==> config.mk <==
export PLATFORM = sky130hd
export DESIGN_NAME = adc_conv_ctrl
export DESIGN_NICKNAME = d
export VERILOG_FILES = /design/src/hdl/adc_ctrl_pkg.sv /design/src/hdl/adc_conv_ctrl.sv
export SDC_FILE = /design/constraint.sdc
export NUM_CORES = 1
export LEC_CHECK = 0
export BUFFER_PORTS_ARGS = -buffer_cell sky130_fd_sc_hd__buf_2
export CORE_MARGIN = 3
export CORE_UTILIZATION = 30
export CTS_BUF_LIST = sky130_fd_sc_hd__clkbuf_16
export CTS_CLUSTER_DIAMETER = 40
export DETAILED_ROUTE_END_ITERATION = 10
export MAX_ROUTING_LAYER = met4
export SYNTH_ARGS = -nofsm -noshare
export SYNTH_HDL_FRONTEND = slang
export SYNTH_SLANG_ARGS = --single-unit
==> constraint.sdc <==
create_clock -name aclk -period 7.6 [get_ports aclk]
set_input_delay 0.76 -clock aclk [delete_from_list [all_inputs] [get_ports aclk]]
set_output_delay 0.76 -clock aclk [all_outputs]
set_load 0.005 [all_outputs]
==> src/hdl/adc_ctrl_pkg.sv <==
// Purpose: shared constants and types of the converter control block
// Assumes: 32-bit AXI4-Lite register slave, 8-bit byte addresses
// Notes:   gain delays are counted in half working-clock periods
package adc_ctrl_pkg;
  // ----------------------------------------------------------------
  // register map
  // ----------------------------------------------------------------
  localparam int        ADDR_W   = 8;
  localparam logic [7:0] OFF_CTL1 = 8'h00;
  localparam logic [7:0] OFF_CTL2 = 8'h04;
  localparam logic [7:0] OFF_INP  = 8'h08;
  localparam logic [7:0] OFF_TRIG = 8'h0C;
  localparam logic [7:0] OFF_IEN  = 8'h10;
  localparam logic [7:0] OFF_FLAG = 8'h14;
  localparam logic [7:0] OFF_RES  = 8'h18;
  localparam logic [7:0] OFF_DBG  = 8'h1C;
  localparam logic [7:0] OFF_TRIM = 8'h20;
  localparam logic [7:0] OFF_SAMP = 8'h24;
  // ----------------------------------------------------------------
  // field positions
  // ----------------------------------------------------------------
  localparam int CTL1_RST  = 0;
  localparam int CTL1_EN   = 1;
  localparam int CTL2_DIFF = 0;
  localparam int CTL2_FREE = 1;
  localparam int CTL2_EVT  = 2;
  localparam int CTL2_RES  = 4;
  localparam int CTL2_PRE  = 8;
  localparam int CTL2_OVS  = 12;
  localparam int INP_POS   = 0;
  localparam int INP_NEG   = 8;
  localparam int INP_GAIN  = 24;
  localparam int TRIG_GO   = 1;
  localparam int FLAG_RDY  = 0;
  localparam int FLAG_OVR  = 1;
  localparam int DBG_RUN   = 0;
  localparam int TRIM_W    = 11;
  localparam int SAMP_W    = 6;
  // ----------------------------------------------------------------
  // reset values and encodings
  // ----------------------------------------------------------------
  localparam logic [15:0] CTL2_RST_VAL = 16'h0000;
  localparam logic [31:0] INP_RST_VAL  = 32'h0000_0000;
  localparam logic [1:0]  RES_12       = 2'h0;
  localparam logic [1:0]  RES_10       = 2'h2;
  localparam logic [1:0]  RES_8        = 2'h3;
  localparam logic [2:0]  OVS_MAX      = 3'h4;
  localparam logic [1:0]  RESP_OK      = 2'h0;
  localparam logic [1:0]  RESP_SLVERR  = 2'h2;
  localparam logic [3:0]  GAIN_HALF    = 4'hF;

  typedef struct packed {
    logic       diff;
    logic [3:0] gain;
    logic [4:0] neg;
    logic [4:0] pos;
  } analog_sel_t;

  // gain delay in half periods
  function automatic logic [2:0] gain_halves(input logic [3:0] g,
                                             input logic d,
                                             input logic fr);
    logic [2:0] h;
    h = 3'h0;
    if (fr) begin
      case (g)
        4'h0: h = d ? 3'h0 : 3'h0;
        4'h1: h = d ? 3'h0 : 3'h2;
        4'h2: h = 3'h2;
        4'h3: h = d ? 3'h2 : 3'h4;
        4'h4: h = 3'h4;
        4'hF: h = d ? 3'h0 : 3'h2;
        default: h = 3'h0;
      endcase
    end else begin
      case (g)
        4'h0, 4'h1, 4'h2, 4'h3, 4'h4: h = g[2:0] + (d ? 3'h0 : 3'h2);
        4'hF: h = d ? 3'h1 : 3'h3;
        default: h = 3'h0;
      endcase
    end
    return h;
  endfunction
endpackage

==> src/hdl/adc_conv_ctrl.sv <==
// Purpose: control logic of a 12-bit successive-approximation converter
// Assumes: conversion clock and event arrive as pins, sampled on aclk
// Notes:   analog front end delivers conv_data, held at end of conversion
//
// How it works
// - writes are refused while locked, except to the flag register.
// - debugger-originated writes pass regardless of the lock.
// - 12-bit results by default; 10-bit or 8-bit shorten conversion.
// - oversampling accumulates up to 16 samples, widening result to 16 bits.
// - enable bit one turns converter on, zero turns it off.
// - soft reset clears all registers but debug control, disables converter.
// - conversion starts on software start bit or enabled event.
// - free-running waits for first start, then restarts at each end.
// - each finished conversion, or with oversampling only the last of a set, overwrites the result register.
// - result arriving before previous read sets overrun flag.
// - ready flag rises together with the stored result.
// - writing one to enable-set bit enables source; zero does nothing.
// - prescaler divides the conversion clock into the working clock.
// - latency is 1+res/2+gain+samp/2 single-shot, res/2+gain free-running.
// - gain field codes 0..4 and F with their delays.
// - converter samples the source chosen in input control.
// - input select addresses twenty analog pins plus references.
// - differential select bit chooses differential conversions.
// - start waits for conversion clock; input sampled first half period.
// - free-running sets ready at every conversion end, or with oversampling at the last of each set.
`timescale 1ns/1ns
module adc_conv_ctrl
  import adc_ctrl_pkg::*;
(
  input  wire logic              aclk,
  input  wire logic              aresetn,
  input  wire logic [ADDR_W-1:0] awaddr,
  input  wire logic              awvalid,
  output logic                   awready,
  input  wire logic [31:0]       wdata,
  input  wire logic [3:0]        wstrb,
  input  wire logic              wvalid,
  output logic                   wready,
  output logic [1:0]             bresp,
  output logic                   bvalid,
  input  wire logic              bready,
  input  wire logic [ADDR_W-1:0] araddr,
  input  wire logic              arvalid,
  output logic                   arready,
  output logic [31:0]            rdata,
  output logic [1:0]             rresp,
  output logic                   rvalid,
  input  wire logic              rready,
  input  wire logic              write_lock,
  input  wire logic              debug_access,
  input  wire logic              debug_halt,
  input  wire logic              generic_conv_clock,
  input  wire logic              start_event,
  input  wire logic [11:0]       conv_data,
  output logic                   sample_req,
  output analog_sel_t            analog_sel,
  output logic [TRIM_W-1:0]      trim_out,
  output logic                   irq_req
);
  typedef enum logic [1:0] {IDLE, RUN} conv_state_t;
  // ----------------------------------------------------------------
  // register state
  // ----------------------------------------------------------------
  logic              aw_held_reg, aw_held_next, w_held_reg, w_held_next;
  logic [7:0]        waddr_reg, waddr_next;
  logic [31:0]       wbuf_reg, wbuf_next;
  logic [3:0]        wstb_reg, wstb_next;
  logic              bvalid_reg, bvalid_next, rvalid_reg, rvalid_next;
  logic [1:0]        bresp_reg, bresp_next, rresp_reg, rresp_next;
  logic [31:0]       rdata_reg, rdata_next;
  logic              en_reg, en_next, dbg_reg, dbg_next;
  logic [15:0]       ctl2_reg, ctl2_next;
  logic [31:0]       inp_reg, inp_next;
  logic [1:0]        ien_reg, ien_next, flag_reg, flag_next;
  logic [TRIM_W-1:0] trim_reg, trim_next;
  logic [SAMP_W-1:0] samp_reg, samp_next;
  logic              pend_reg, pend_next, unread_reg, unread_next;
  logic [15:0]       result_reg, result_next;
  logic              wr_do, wr_lock, wr_bad, rd_do, res_wr, trig_sw;
  logic              soft_rst;
  logic              awready_reg, wready_reg, arready_reg;
  logic [31:0]       wd, cur;
  // ----------------------------------------------------------------
  // pin synchronisers
  // ----------------------------------------------------------------
  logic [2:0] gsync_reg, esync_reg;
  logic       gstate_reg, gstate_next, estate_reg, estate_next;
  logic       gtick, etick;
  always_comb begin
    gstate_next = gstate_reg;
    estate_next = estate_reg;
    gtick = 1'b0;
    etick = 1'b0;
    if (gsync_reg[2] == gsync_reg[1] && gsync_reg[2] != gstate_reg) begin
      gstate_next = gsync_reg[2];
      gtick = gsync_reg[2];
    end
    if (esync_reg[2] == esync_reg[1] && esync_reg[2] != estate_reg) begin
      estate_next = esync_reg[2];
      etick = esync_reg[2];
    end
  end
  always_ff @(posedge aclk) begin
    if (!aresetn) begin
      gsync_reg  <= 3'h0;
      esync_reg  <= 3'h0;
      gstate_reg <= 1'b0;
      estate_reg <= 1'b0;
    end else begin
      gsync_reg  <= {gsync_reg[1:0], generic_conv_clock};
      esync_reg  <= {esync_reg[1:0], start_event};
      gstate_reg <= gstate_next;
      estate_reg <= estate_next;
    end
  end
  // ----------------------------------------------------------------
  // register bus
  // ----------------------------------------------------------------
  always_comb begin
    case (waddr_reg)
      OFF_CTL1: cur = {30'h0, en_reg, 1'b0};
      OFF_CTL2: cur = {16'h0, ctl2_reg};
      OFF_INP:  cur = inp_reg;
      OFF_IEN:  cur = {30'h0, ien_reg};
      OFF_DBG:  cur = {31'h0, dbg_reg};
      OFF_TRIM: cur = {21'h0, trim_reg};
      OFF_SAMP: cur = {26'h0, samp_reg};
      default:  cur = 32'h0000_0000;
    endcase
    for (int i = 0; i < 4; i++) begin
      wd[i*8 +: 8] = wstb_reg[i] ? wbuf_reg[i*8 +: 8] : cur[i*8 +: 8];
    end
    wr_do = aw_held_reg && w_held_reg && !bvalid_reg;
    wr_bad = !(waddr_reg inside {OFF_CTL1, OFF_CTL2, OFF_INP, OFF_TRIG,
      OFF_IEN, OFF_FLAG, OFF_DBG, OFF_TRIM, OFF_SAMP});
    wr_lock = write_lock && !debug_access && waddr_reg != OFF_FLAG;
    soft_rst = wr_do && !wr_lock && waddr_reg == OFF_CTL1 && wd[CTL1_RST];
    rd_do = arvalid && arready_reg;
    trig_sw = wr_do && !wr_lock && waddr_reg == OFF_TRIG && wd[TRIG_GO];
  end

  always_comb begin
    aw_held_next = aw_held_reg;
    w_held_next  = w_held_reg;
    waddr_next   = waddr_reg;
    wbuf_next    = wbuf_reg;
    wstb_next    = wstb_reg;
    bvalid_next  = bvalid_reg && !bready;
    bresp_next   = bresp_reg;
    rvalid_next  = rvalid_reg && !rready;
    rresp_next   = rresp_reg;
    rdata_next   = rdata_reg;
    en_next      = en_reg;
    dbg_next     = dbg_reg;
    ctl2_next    = ctl2_reg;
    inp_next     = inp_reg;
    ien_next     = ien_reg;
    trim_next    = trim_reg;
    samp_next    = samp_reg;
    if (awvalid && awready_reg) begin
      aw_held_next = 1'b1;
      waddr_next = awaddr;
    end
    if (wvalid && wready_reg) begin
      w_held_next = 1'b1;
      wbuf_next = wdata;
      wstb_next = wstrb;
    end
    if (wr_do) begin
      aw_held_next = 1'b0;
      w_held_next = 1'b0;
      bvalid_next = 1'b1;
      bresp_next = (wr_bad || wr_lock) ? RESP_SLVERR : RESP_OK;
      if (!wr_bad && !wr_lock) begin
        case (waddr_reg)
          OFF_CTL1: en_next = wd[CTL1_EN];
          OFF_CTL2: ctl2_next = wd[15:0];
          OFF_INP:  inp_next = wd;
          OFF_IEN:  ien_next = ien_reg | wd[1:0];
          OFF_DBG:  dbg_next = wd[DBG_RUN];
          OFF_TRIM: trim_next = wd[TRIM_W-1:0];
          OFF_SAMP: samp_next = wd[SAMP_W-1:0];
          default: ;
        endcase
      end
    end
    if (soft_rst) begin
      en_next = 1'b0;
      ctl2_next = CTL2_RST_VAL;
      inp_next = INP_RST_VAL;
      ien_next = 2'h0;
      trim_next = '0;
      samp_next = '0;
    end
    if (rd_do) begin
      rvalid_next = 1'b1;
      rresp_next = RESP_OK;
      case (araddr)
        OFF_CTL1: rdata_next = {30'h0, en_reg, 1'b0};
        OFF_CTL2: rdata_next = {16'h0, ctl2_reg};
        OFF_INP:  rdata_next = inp_reg;
        OFF_TRIG: rdata_next = {30'h0, pend_reg, 1'b0};
        OFF_IEN:  rdata_next = {30'h0, ien_reg};
        OFF_FLAG: rdata_next = {30'h0, flag_reg};
        OFF_RES:  rdata_next = {16'h0, result_reg};
        OFF_DBG:  rdata_next = {31'h0, dbg_reg};
        OFF_TRIM: rdata_next = {21'h0, trim_reg};
        OFF_SAMP: rdata_next = {26'h0, samp_reg};
        default: begin
          rdata_next = 32'h0000_0000;
          rresp_next = RESP_SLVERR;
        end
      endcase
    end
  end
  // ----------------------------------------------------------------
  // conversion engine
  // ----------------------------------------------------------------
  conv_state_t state_reg, state_next;
  logic [9:0]  div_reg, div_next;
  logic [6:0]  elap_reg, elap_next, target_reg, target_next;
  logic [3:0]  nsamp_reg, nsamp_next;
  logic [15:0] acc_reg, acc_next;
  logic        samp_out_reg, samp_out_next, htick, done, last;
  logic [11:0] scaled;
  logic [9:0]  half_len;
  logic [6:0]  lat_ss, lat_fr;
  logic [2:0]  ovs;
  always_comb begin
    // half working period is 2<<prescale conversion ticks
    half_len = 10'h002 << ctl2_reg[CTL2_PRE +: 3];
    div_next = div_reg;
    htick = 1'b0;
    if (gtick && !(debug_halt && !dbg_reg)) begin
      div_next = div_reg + 10'h001;
      if (div_next >= half_len) begin
        div_next = 10'h000;
        htick = 1'b1;
      end
    end
    case (ctl2_reg[CTL2_RES +: 2])
      RES_10:  scaled = {2'h0, conv_data[11:2]};
      RES_8:   scaled = {4'h0, conv_data[11:4]};
      default: scaled = conv_data;
    endcase
    // latency in half periods (res/2 periods = res halves)
    case (ctl2_reg[CTL2_RES +: 2])
      RES_10:  lat_fr = 7'd10;
      RES_8:   lat_fr = 7'd8;
      default: lat_fr = 7'd12;
    endcase
    lat_ss = lat_fr + 7'd2 + {4'h0, gain_halves(inp_reg[INP_GAIN +: 4],
             ctl2_reg[CTL2_DIFF], 1'b0)} + {1'b0, samp_reg};
    lat_fr = lat_fr + {4'h0, gain_halves(inp_reg[INP_GAIN +: 4],
             ctl2_reg[CTL2_DIFF], 1'b1)};
    ovs = (ctl2_reg[CTL2_OVS +: 3] > OVS_MAX) ? OVS_MAX
                                              : ctl2_reg[CTL2_OVS +: 3];
    done = state_reg == RUN && htick && elap_reg + 7'd1 >= target_reg;
    last = nsamp_reg + 4'h1 == 4'(5'h01 << ovs);
    res_wr = done && last;
  end

  always_comb begin
    state_next = state_reg;
    elap_next = elap_reg;
    target_next = target_reg;
    nsamp_next = nsamp_reg;
    acc_next = acc_reg;
    pend_next = pend_reg;
    result_next = result_reg;
    flag_next = flag_reg;
    unread_next = unread_reg;
    samp_out_next = 1'b0;
    if (en_reg && (trig_sw || (etick && ctl2_reg[CTL2_EVT])))
      pend_next = 1'b1;
    case (state_reg)
      IDLE: begin
        // start taken on a working clock edge
        if (pend_reg && en_reg && htick) begin
          pend_next = 1'b0;
          state_next = RUN;
          elap_next = 7'h00;
          target_next = lat_ss;
          nsamp_next = 4'h0;
          acc_next = 16'h0000;
        end
      end
      RUN: begin
        if (htick)
          elap_next = elap_reg + 7'd1;
        if (done) begin
          acc_next = acc_reg + {4'h0, scaled};
          nsamp_next = nsamp_reg + 4'h1;
          elap_next = 7'h00;
          target_next = lat_fr;
          if (last) begin
            nsamp_next = 4'h0;
            acc_next = 16'h0000;
            if (!(ctl2_reg[CTL2_FREE] && en_reg))
              state_next = IDLE;
          end
        end
      end
      default: state_next = IDLE;
    endcase
    // input sampled during the first half period
    samp_out_next = state_next == RUN && elap_next == 7'h00;
    // writing one clears flags; set wins
    if (wr_do && waddr_reg == OFF_FLAG)
      flag_next = flag_reg & ~wd[1:0];
    if (rd_do && araddr == OFF_RES)
      unread_next = 1'b0;
    if (res_wr) begin
      result_next = acc_reg + {4'h0, scaled};
      flag_next[FLAG_RDY] = 1'b1;
      unread_next = 1'b1;
      if (unread_reg)
        flag_next[FLAG_OVR] = 1'b1;
    end
    if (!en_reg) begin
      state_next = IDLE;
      samp_out_next = 1'b0;
    end
    if (soft_rst) begin
      pend_next = 1'b0;
      flag_next = 2'h0;
      unread_next = 1'b0;
      result_next = 16'h0000;
    end
  end

  always_ff @(posedge aclk) begin
    if (!aresetn) begin
      aw_held_reg <= 1'b0;
      w_held_reg  <= 1'b0;
      waddr_reg   <= 8'h00;
      wbuf_reg    <= 32'h0000_0000;
      wstb_reg    <= 4'h0;
      bvalid_reg  <= 1'b0;
      bresp_reg   <= RESP_OK;
      rvalid_reg  <= 1'b0;
      rresp_reg   <= RESP_OK;
      rdata_reg   <= 32'h0000_0000;
      en_reg      <= 1'b0;
      dbg_reg     <= 1'b0;
      ctl2_reg    <= CTL2_RST_VAL;
      inp_reg     <= INP_RST_VAL;
      ien_reg     <= 2'h0;
      trim_reg    <= '0;
      samp_reg    <= '0;
      state_reg   <= IDLE;
      div_reg     <= 10'h000;
      elap_reg    <= 7'h00;
      target_reg  <= 7'h00;
      nsamp_reg   <= 4'h0;
      acc_reg     <= 16'h0000;
      pend_reg    <= 1'b0;
      result_reg  <= 16'h0000;
      flag_reg    <= 2'h0;
      unread_reg  <= 1'b0;
      samp_out_reg <= 1'b0;
    end else begin
      aw_held_reg <= aw_held_next;
      w_held_reg  <= w_held_next;
      waddr_reg   <= waddr_next;
      wbuf_reg    <= wbuf_next;
      wstb_reg    <= wstb_next;
      bvalid_reg  <= bvalid_next;
      bresp_reg   <= bresp_next;
      rvalid_reg  <= rvalid_next;
      rresp_reg   <= rresp_next;
      rdata_reg   <= rdata_next;
      en_reg      <= en_next;
      dbg_reg     <= dbg_next;
      ctl2_reg    <= ctl2_next;
      inp_reg     <= inp_next;
      ien_reg     <= ien_next;
      trim_reg    <= trim_next;
      samp_reg    <= samp_next;
      state_reg   <= state_next;
      div_reg     <= div_next;
      elap_reg    <= elap_next;
      target_reg  <= target_next;
      nsamp_reg   <= nsamp_next;
      acc_reg     <= acc_next;
      pend_reg    <= pend_next;
      result_reg  <= result_next;
      flag_reg    <= flag_next;
      unread_reg  <= unread_next;
      samp_out_reg <= samp_out_next;
    end
  end
  // ----------------------------------------------------------------
  // outputs
  // ----------------------------------------------------------------
  logic irq_reg;
  always_ff @(posedge aclk) begin
    if (!aresetn) begin
      irq_reg     <= 1'b0;
      awready_reg <= 1'b0;
      wready_reg  <= 1'b0;
      arready_reg <= 1'b0;
    end else begin
      irq_reg     <= |(flag_next & ien_next);
      awready_reg <= !aw_held_next && !bvalid_next;
      wready_reg  <= !w_held_next && !bvalid_next;
      arready_reg <= !rvalid_next;
    end
  end
  assign awready = awready_reg;
  assign wready  = wready_reg;
  assign bvalid  = bvalid_reg;
  assign bresp   = bresp_reg;
  assign arready = arready_reg;
  assign rvalid  = rvalid_reg;
  assign rdata   = rdata_reg;
  assign rresp   = rresp_reg;
  assign sample_req = samp_out_reg;
  assign trim_out = trim_reg;
  assign irq_req = irq_reg;
  // source, gain and mode to the front end
  assign analog_sel = '{diff: ctl2_reg[CTL2_DIFF],
                        gain: inp_reg[INP_GAIN +: 4],
                        neg: inp_reg[INP_NEG +: 5],
                        pos: inp_reg[INP_POS +: 5]};

  wire ok_wr = wr_do && !wr_lock && !wr_bad;
endmodule

**Word-level counts from Yosys, hierarchy flattened**

Index checks and enable logic that the tools add are counted.
Widths: inputs -> output; s select.

- Flip-flop bits (word level): 232
- Input port bits: 76
- Output and inout bits: 69
- Logic and storage cells: 222

- $add $sub $neg: 9
- $lt $le $gt $ge: 3
- Eq/ne operators: 36
- Shifts and indexed selects: 2
- Muxes and demuxes: 60
- Bitwise logic cells: 5
- Reductions and logical operators: 69

Operators with widths:

| kind | count |
|---|---|
| $pmux 32 s10 | 1 |
| $pmux 32 s7 | 1 |
| $eq 8x5->1 const B | 7 |
| $mux 16 | 3 |
| $mux 7 | 5 |
| $eq 8x4->1 const B | 4 |
| $eq 8x6->1 const B | 4 |
| $logic_and 1x1->1 | 32 |
| $mux 8 | 4 |
| $pmux 16 s2 | 1 |
| $mux 2 | 15 |
| $pmux 7 s2 | 2 |
| $pmux 12 s2 | 1 |
| $reduce_and 3->1 | 7 |
| $add 16x12->16 | 1 |
| $eq 8x3->1 const B | 2 |
| $logic_not 8->1 | 2 |
| $mux 1 | 16 |
| $add 7x3->7 | 2 |
| $logic_not 1->1 | 12 |
| $mux 4 | 3 |
| $pmux 3 s2 | 2 |
| $pmux 3 s4 | 1 |
| $add 10x1->10 const B | 1 |
| 40 further kinds | 55 |

**Longest topological paths before layout**

- Depth in word-level cells: 12
- Depth in mapped cells: 14
- Mapped depth without buffers: 13

**Worst setup path before layout**

No wires, ideal clock.

- Kind: reg-to-reg
- Start point: reg ctl2_reg[4]
- End point: reg acc_reg[10]
- Library setup time: 0.128 ns
- Data arrival time: 2.870 ns
- Required time: 7.472 ns
- Path slack: 4.602 ns
- Stages on the path, launching flop included: 14
- Path buffers: 1
- Clock period less this slack: 2.998 ns
- Path through: dfxtp_1 > buf_1 > mux2i_1 > a21oi_1 > ha_1 > inv_1 > fa_1 > nor2b_1 > o2111ai_1 > a311oi_1 > nor4_1 > a311o_1 > a22oi_1 > nor2_1

- Longest elaborated chain between the ends: 6
- Elaborated cells between the ends (all ways): 7
- Classes of those cells: add/sub: 1; eq/ne: 2; mux: 4

RTL lines:

| item | line | source |
|---|---|---|
| start, declared | adc_conv_ctrl.sv:72 | `logic [15:0] ctl2_reg, ctl2_next;` |
| start signal, assigned | adc_conv_ctrl.sv:375 | `ctl2_reg <= ctl2_next;` |
| $eq 2x2->1 | adc_conv_ctrl.sv:241 | `case (ctl2_reg[CTL2_RES +: 2])` |
| $pmux 12 s2 * | adc_conv_ctrl.sv:241 |  |
| $add 16x12->16 * | adc_conv_ctrl.sv:292 | `acc_next = acc_reg + {4'h0, scaled};` |
| $mux 16 * | adc_conv_ctrl.sv:296 | `if (last) begin` |
| $mux 16 * | adc_conv_ctrl.sv:291 | `if (done) begin` |
| $pmux 16 s2 * | adc_conv_ctrl.sv:276 | `case (state_reg)` |
| end signal, assigned | adc_conv_ctrl.sv:385 | `acc_reg <= acc_next;` |
| end, declared | adc_conv_ctrl.sv:223 | `logic [15:0] acc_reg, acc_next;` |

Mark *: on every way between the ends. The rest lies on a longest branch, timed or not. The select of a mux whose other input is x is not followed.
A chain may end at the register's enable or synchronous reset.

**Worst setup path after layout**

- Start point: reg waddr_reg[4]
- End point: reg inp_reg[18]

- Longest elaborated chain between the ends: 7
- Elaborated cells between the ends (all ways): 22
- Classes of those cells: eq/ne: 10; mux: 2; reduce/logical: 10

RTL lines:

| item | line | source |
|---|---|---|
| start, declared | adc_conv_ctrl.sv:65 | `logic [7:0] waddr_reg, waddr_next;` |
| start signal, assigned | adc_conv_ctrl.sv:365 | `waddr_reg <= waddr_next;` |
| branches (longest 7 deep; another with $pmux 32 s7) | - |  |
| end signal, assigned | adc_conv_ctrl.sv:376 | `inp_reg <= inp_next;` |
| end, declared | adc_conv_ctrl.sv:73 | `logic [31:0] inp_reg, inp_next;` |

Several ways; the timed one is not identified. The select of a mux whose other input is x is not followed.

==> results.toml <==
[outcome]
status = "finished clean"

[timing]
hold_violations = 0
rsz0062_at_grt = "false"
setup_viol = 0
worst_pin_slew_ps = 875
relSlewSlack_pct = 41.5
fin_crit_sh_pct = 48.5
fmax_mhz = 272
worst_clock_skew_ps = 25.1
period_minus_slack_ps = 3680
slew_viol_final = 0
tns_ps = 0

[synth]
synthCells = 1383
synthFlopType = "dfxtp_1"
synth_async_sr_flop_share_pct = 0
synth_edf_count = 0
yosysUniqueCellTypes = 74
synth_area_leaders = "dfxtp_1 (40%), nand2_1 (6.6%), a21oi_1 (6.3%), nor2_1 (6.0%), mux2i_1 (4.9%)"
synth_top_area_cell = "dfxtp_1"
synth_top_area_share_pct = 40.5
ys_seq_area_share_pct = 40.5
ys_warn_count = 0
synth_seq_cells = 230
syn_area_sq_um = 11400
synth_area_per_cell_sq_um = 8.23

[clock_tree]
clock_latency_ps = 510
cts-buffers-inserted = 39
clkTransAtPathRegs_ps = 60
holdBufCountCts = 0
clock-root-buffer = "clkbuf_16"
cts_max_level = 2
cts_setup_buffers = 0
cts_sinks = 230
cts_tree = "done"
cts_buffer_depth = 3
post_cts_resized = 0

[finish]
antennaDiodeCount = 0
final_util_pct = 37.2
nNetsFinal = 1599
stdcell_area_sq_um = 13800
fillCellCount = 3863
areaGrowthSynthToFinish_pct = 21.0
most-common-layout-cells = "dfxtp_1 (230), nand2_1 (200), nor2_1 (181)"
drive_above_1_share_pct = 16.3
final_common_cell = "dfxtp_1"
instances_no_fill = 2014

[grt]
grt_pass1_wl_mm = 55.7
grt_max_degree = 71
grt_pass1_vias = 10000
grt_usage_pct = 17.3
antenna_found_initial = 1
grt_overflow = 0

[drt]
drc = 0
wl_per_cell_um = 17.3
routed_via_density = 5.16
drt_iter0_markers = 708
drt-total-wl_mm = 34.8
ant_nets = 0
dr.pass1.iters = 6
vias = 10400

[placed_design]
place_inst = 1944
io_buffers = 142
dpl.hpwl_mm = 24.9
placed_area_sq_um = 12400
place_congestion = 0.885

[critical_path]
cp_slowest_cell = "and2_1"
ff2ff_path_depth = 7
rrSetupSlack_ps = 3920
required_ps = 7970
start_kind = "flip-flop"
path_cells = "or4b_2, o211a_1, and4b_1, and2_1, nand2_1, mux2i_1, nor2_1"
crit_fanout = 20
crit_arrival_ps = 4060
cpPeakStageDelay_ps = 710
end_kind = "flip-flop"
crit_type = "flip-flop to flip-flop"

[floorplan]
placeableCoreArea_sq_um = 37000
dieArea_sq_um = 40300
die_x_um = 201
initial_utilization_pct = 30.8
rows = 70
die_h_um = 201
ios = 145

[min_path]
hold_path.class = "flip-flop to flip-flop"
holdPathStages = 1

[pwr]
powerDensity_nw_per_um2 = 233
power.leakage_nw = 5.38
peakVddDrop_mv = 0.151

[flow_run]
drv_cap = 0
cell type report:
type                            count  area [sq um]  share of cell area [%]
Multi-Input combinational cell   1012          6170                    44.9
Sequential cell                   230          4600                    33.5
Clock buffer                       41          1030                    7.45
Timing Repair Buffer              158           831                    6.04
Tap cell                          504           631                    4.58
Clock inverter                     29           345                    2.51
Inverter                           40           151                    1.10
through the flow:
step / setup slack [ps] / hold WS, ps / total power [mW]
floorplan: 4600 / 412 / 1.34
global placement: 4020 / 427 / 1.40
detailed placement: 3920 / 426 / 1.40
CTS: 3900 / 436 / 3.24
global route: 3600 / 443 / 3.31
finish: 3920 / 430 / 3.21
metal layers:
metal	global-route usage, %	wire [um]	vias up	part of all wire, %
met5	-	0	-	0
met4	4.49	802	0	2.3
met3	3.34	2980	60	8.6
met2	26.0	15200	388	44
met1	23.8	15800	4865	45
li1	-	-	5071	-
synthesized netlist by cell type, types with 21 or more instances:
master,count
ha_1,38
dfxtp_1,230
a22oi_1,71
inv_1,39
nor2_1,181
nand2_1,200
a211oi_1,21
buf_4,23
mux2i_1,56
a21oi_1,144
clkbuf_1,62
o21ai_0,33
kinds of logic (layout without fill, tap and decap cells):
family,count (synthesis),count (layout),synth area share (%)
multiplexers,64,64,5.82
adder cells (fa/ha/maj),42,42,4.88
other,1,3,0.0330
AO/OA/AOI/OAI,356,356,20.4
buffers and inverters,143,268,5.63
AND/OR/NAND/NOR,518,518,20.5
XOR/XNOR,29,29,2.23
flip-flops,230,230,40.5
power breakdown:
| group | leakage (nW) | switching [mW] | total, mW | internal [mW] |
|---|---|---|---|---|
| clock | 0.673 | 0.612 | 1.83 | 1.22 |
| sequential | 1.86 | 0.0156 | 1.24 | 1.22 |
| combinational | 2.84 | 0.0896 | 0.136 | 0.0465 |
| total | 5.38 | 0.717 | 3.21 | 2.49 |
critical path: cells and delay by family, from the launching register on:
family           cells  cell delay [ps]
flip-flops           1              630
multiplexers         1              270
AND/OR/NAND/NOR      5             2380
AO/OA/AOI/OAI        1              260
final timing paths:
check | to | from
setup / recovery | inp_reg[18]$_SDFFE_PP0P_ | waddr_reg[4]$_SDFFE_PN0P_
hold / removal | esync_reg[1]$_SDFF_PN0_ | esync_reg[0]$_SDFF_PN0_
setup reg to reg | inp_reg[18]$_SDFFE_PP0P_ | waddr_reg[4]$_SDFFE_PN0P_
hold reg to reg | esync_reg[1]$_SDFF_PN0_ | esync_reg[0]$_SDFF_PN0_
Power figures use the tool's default switching activity.
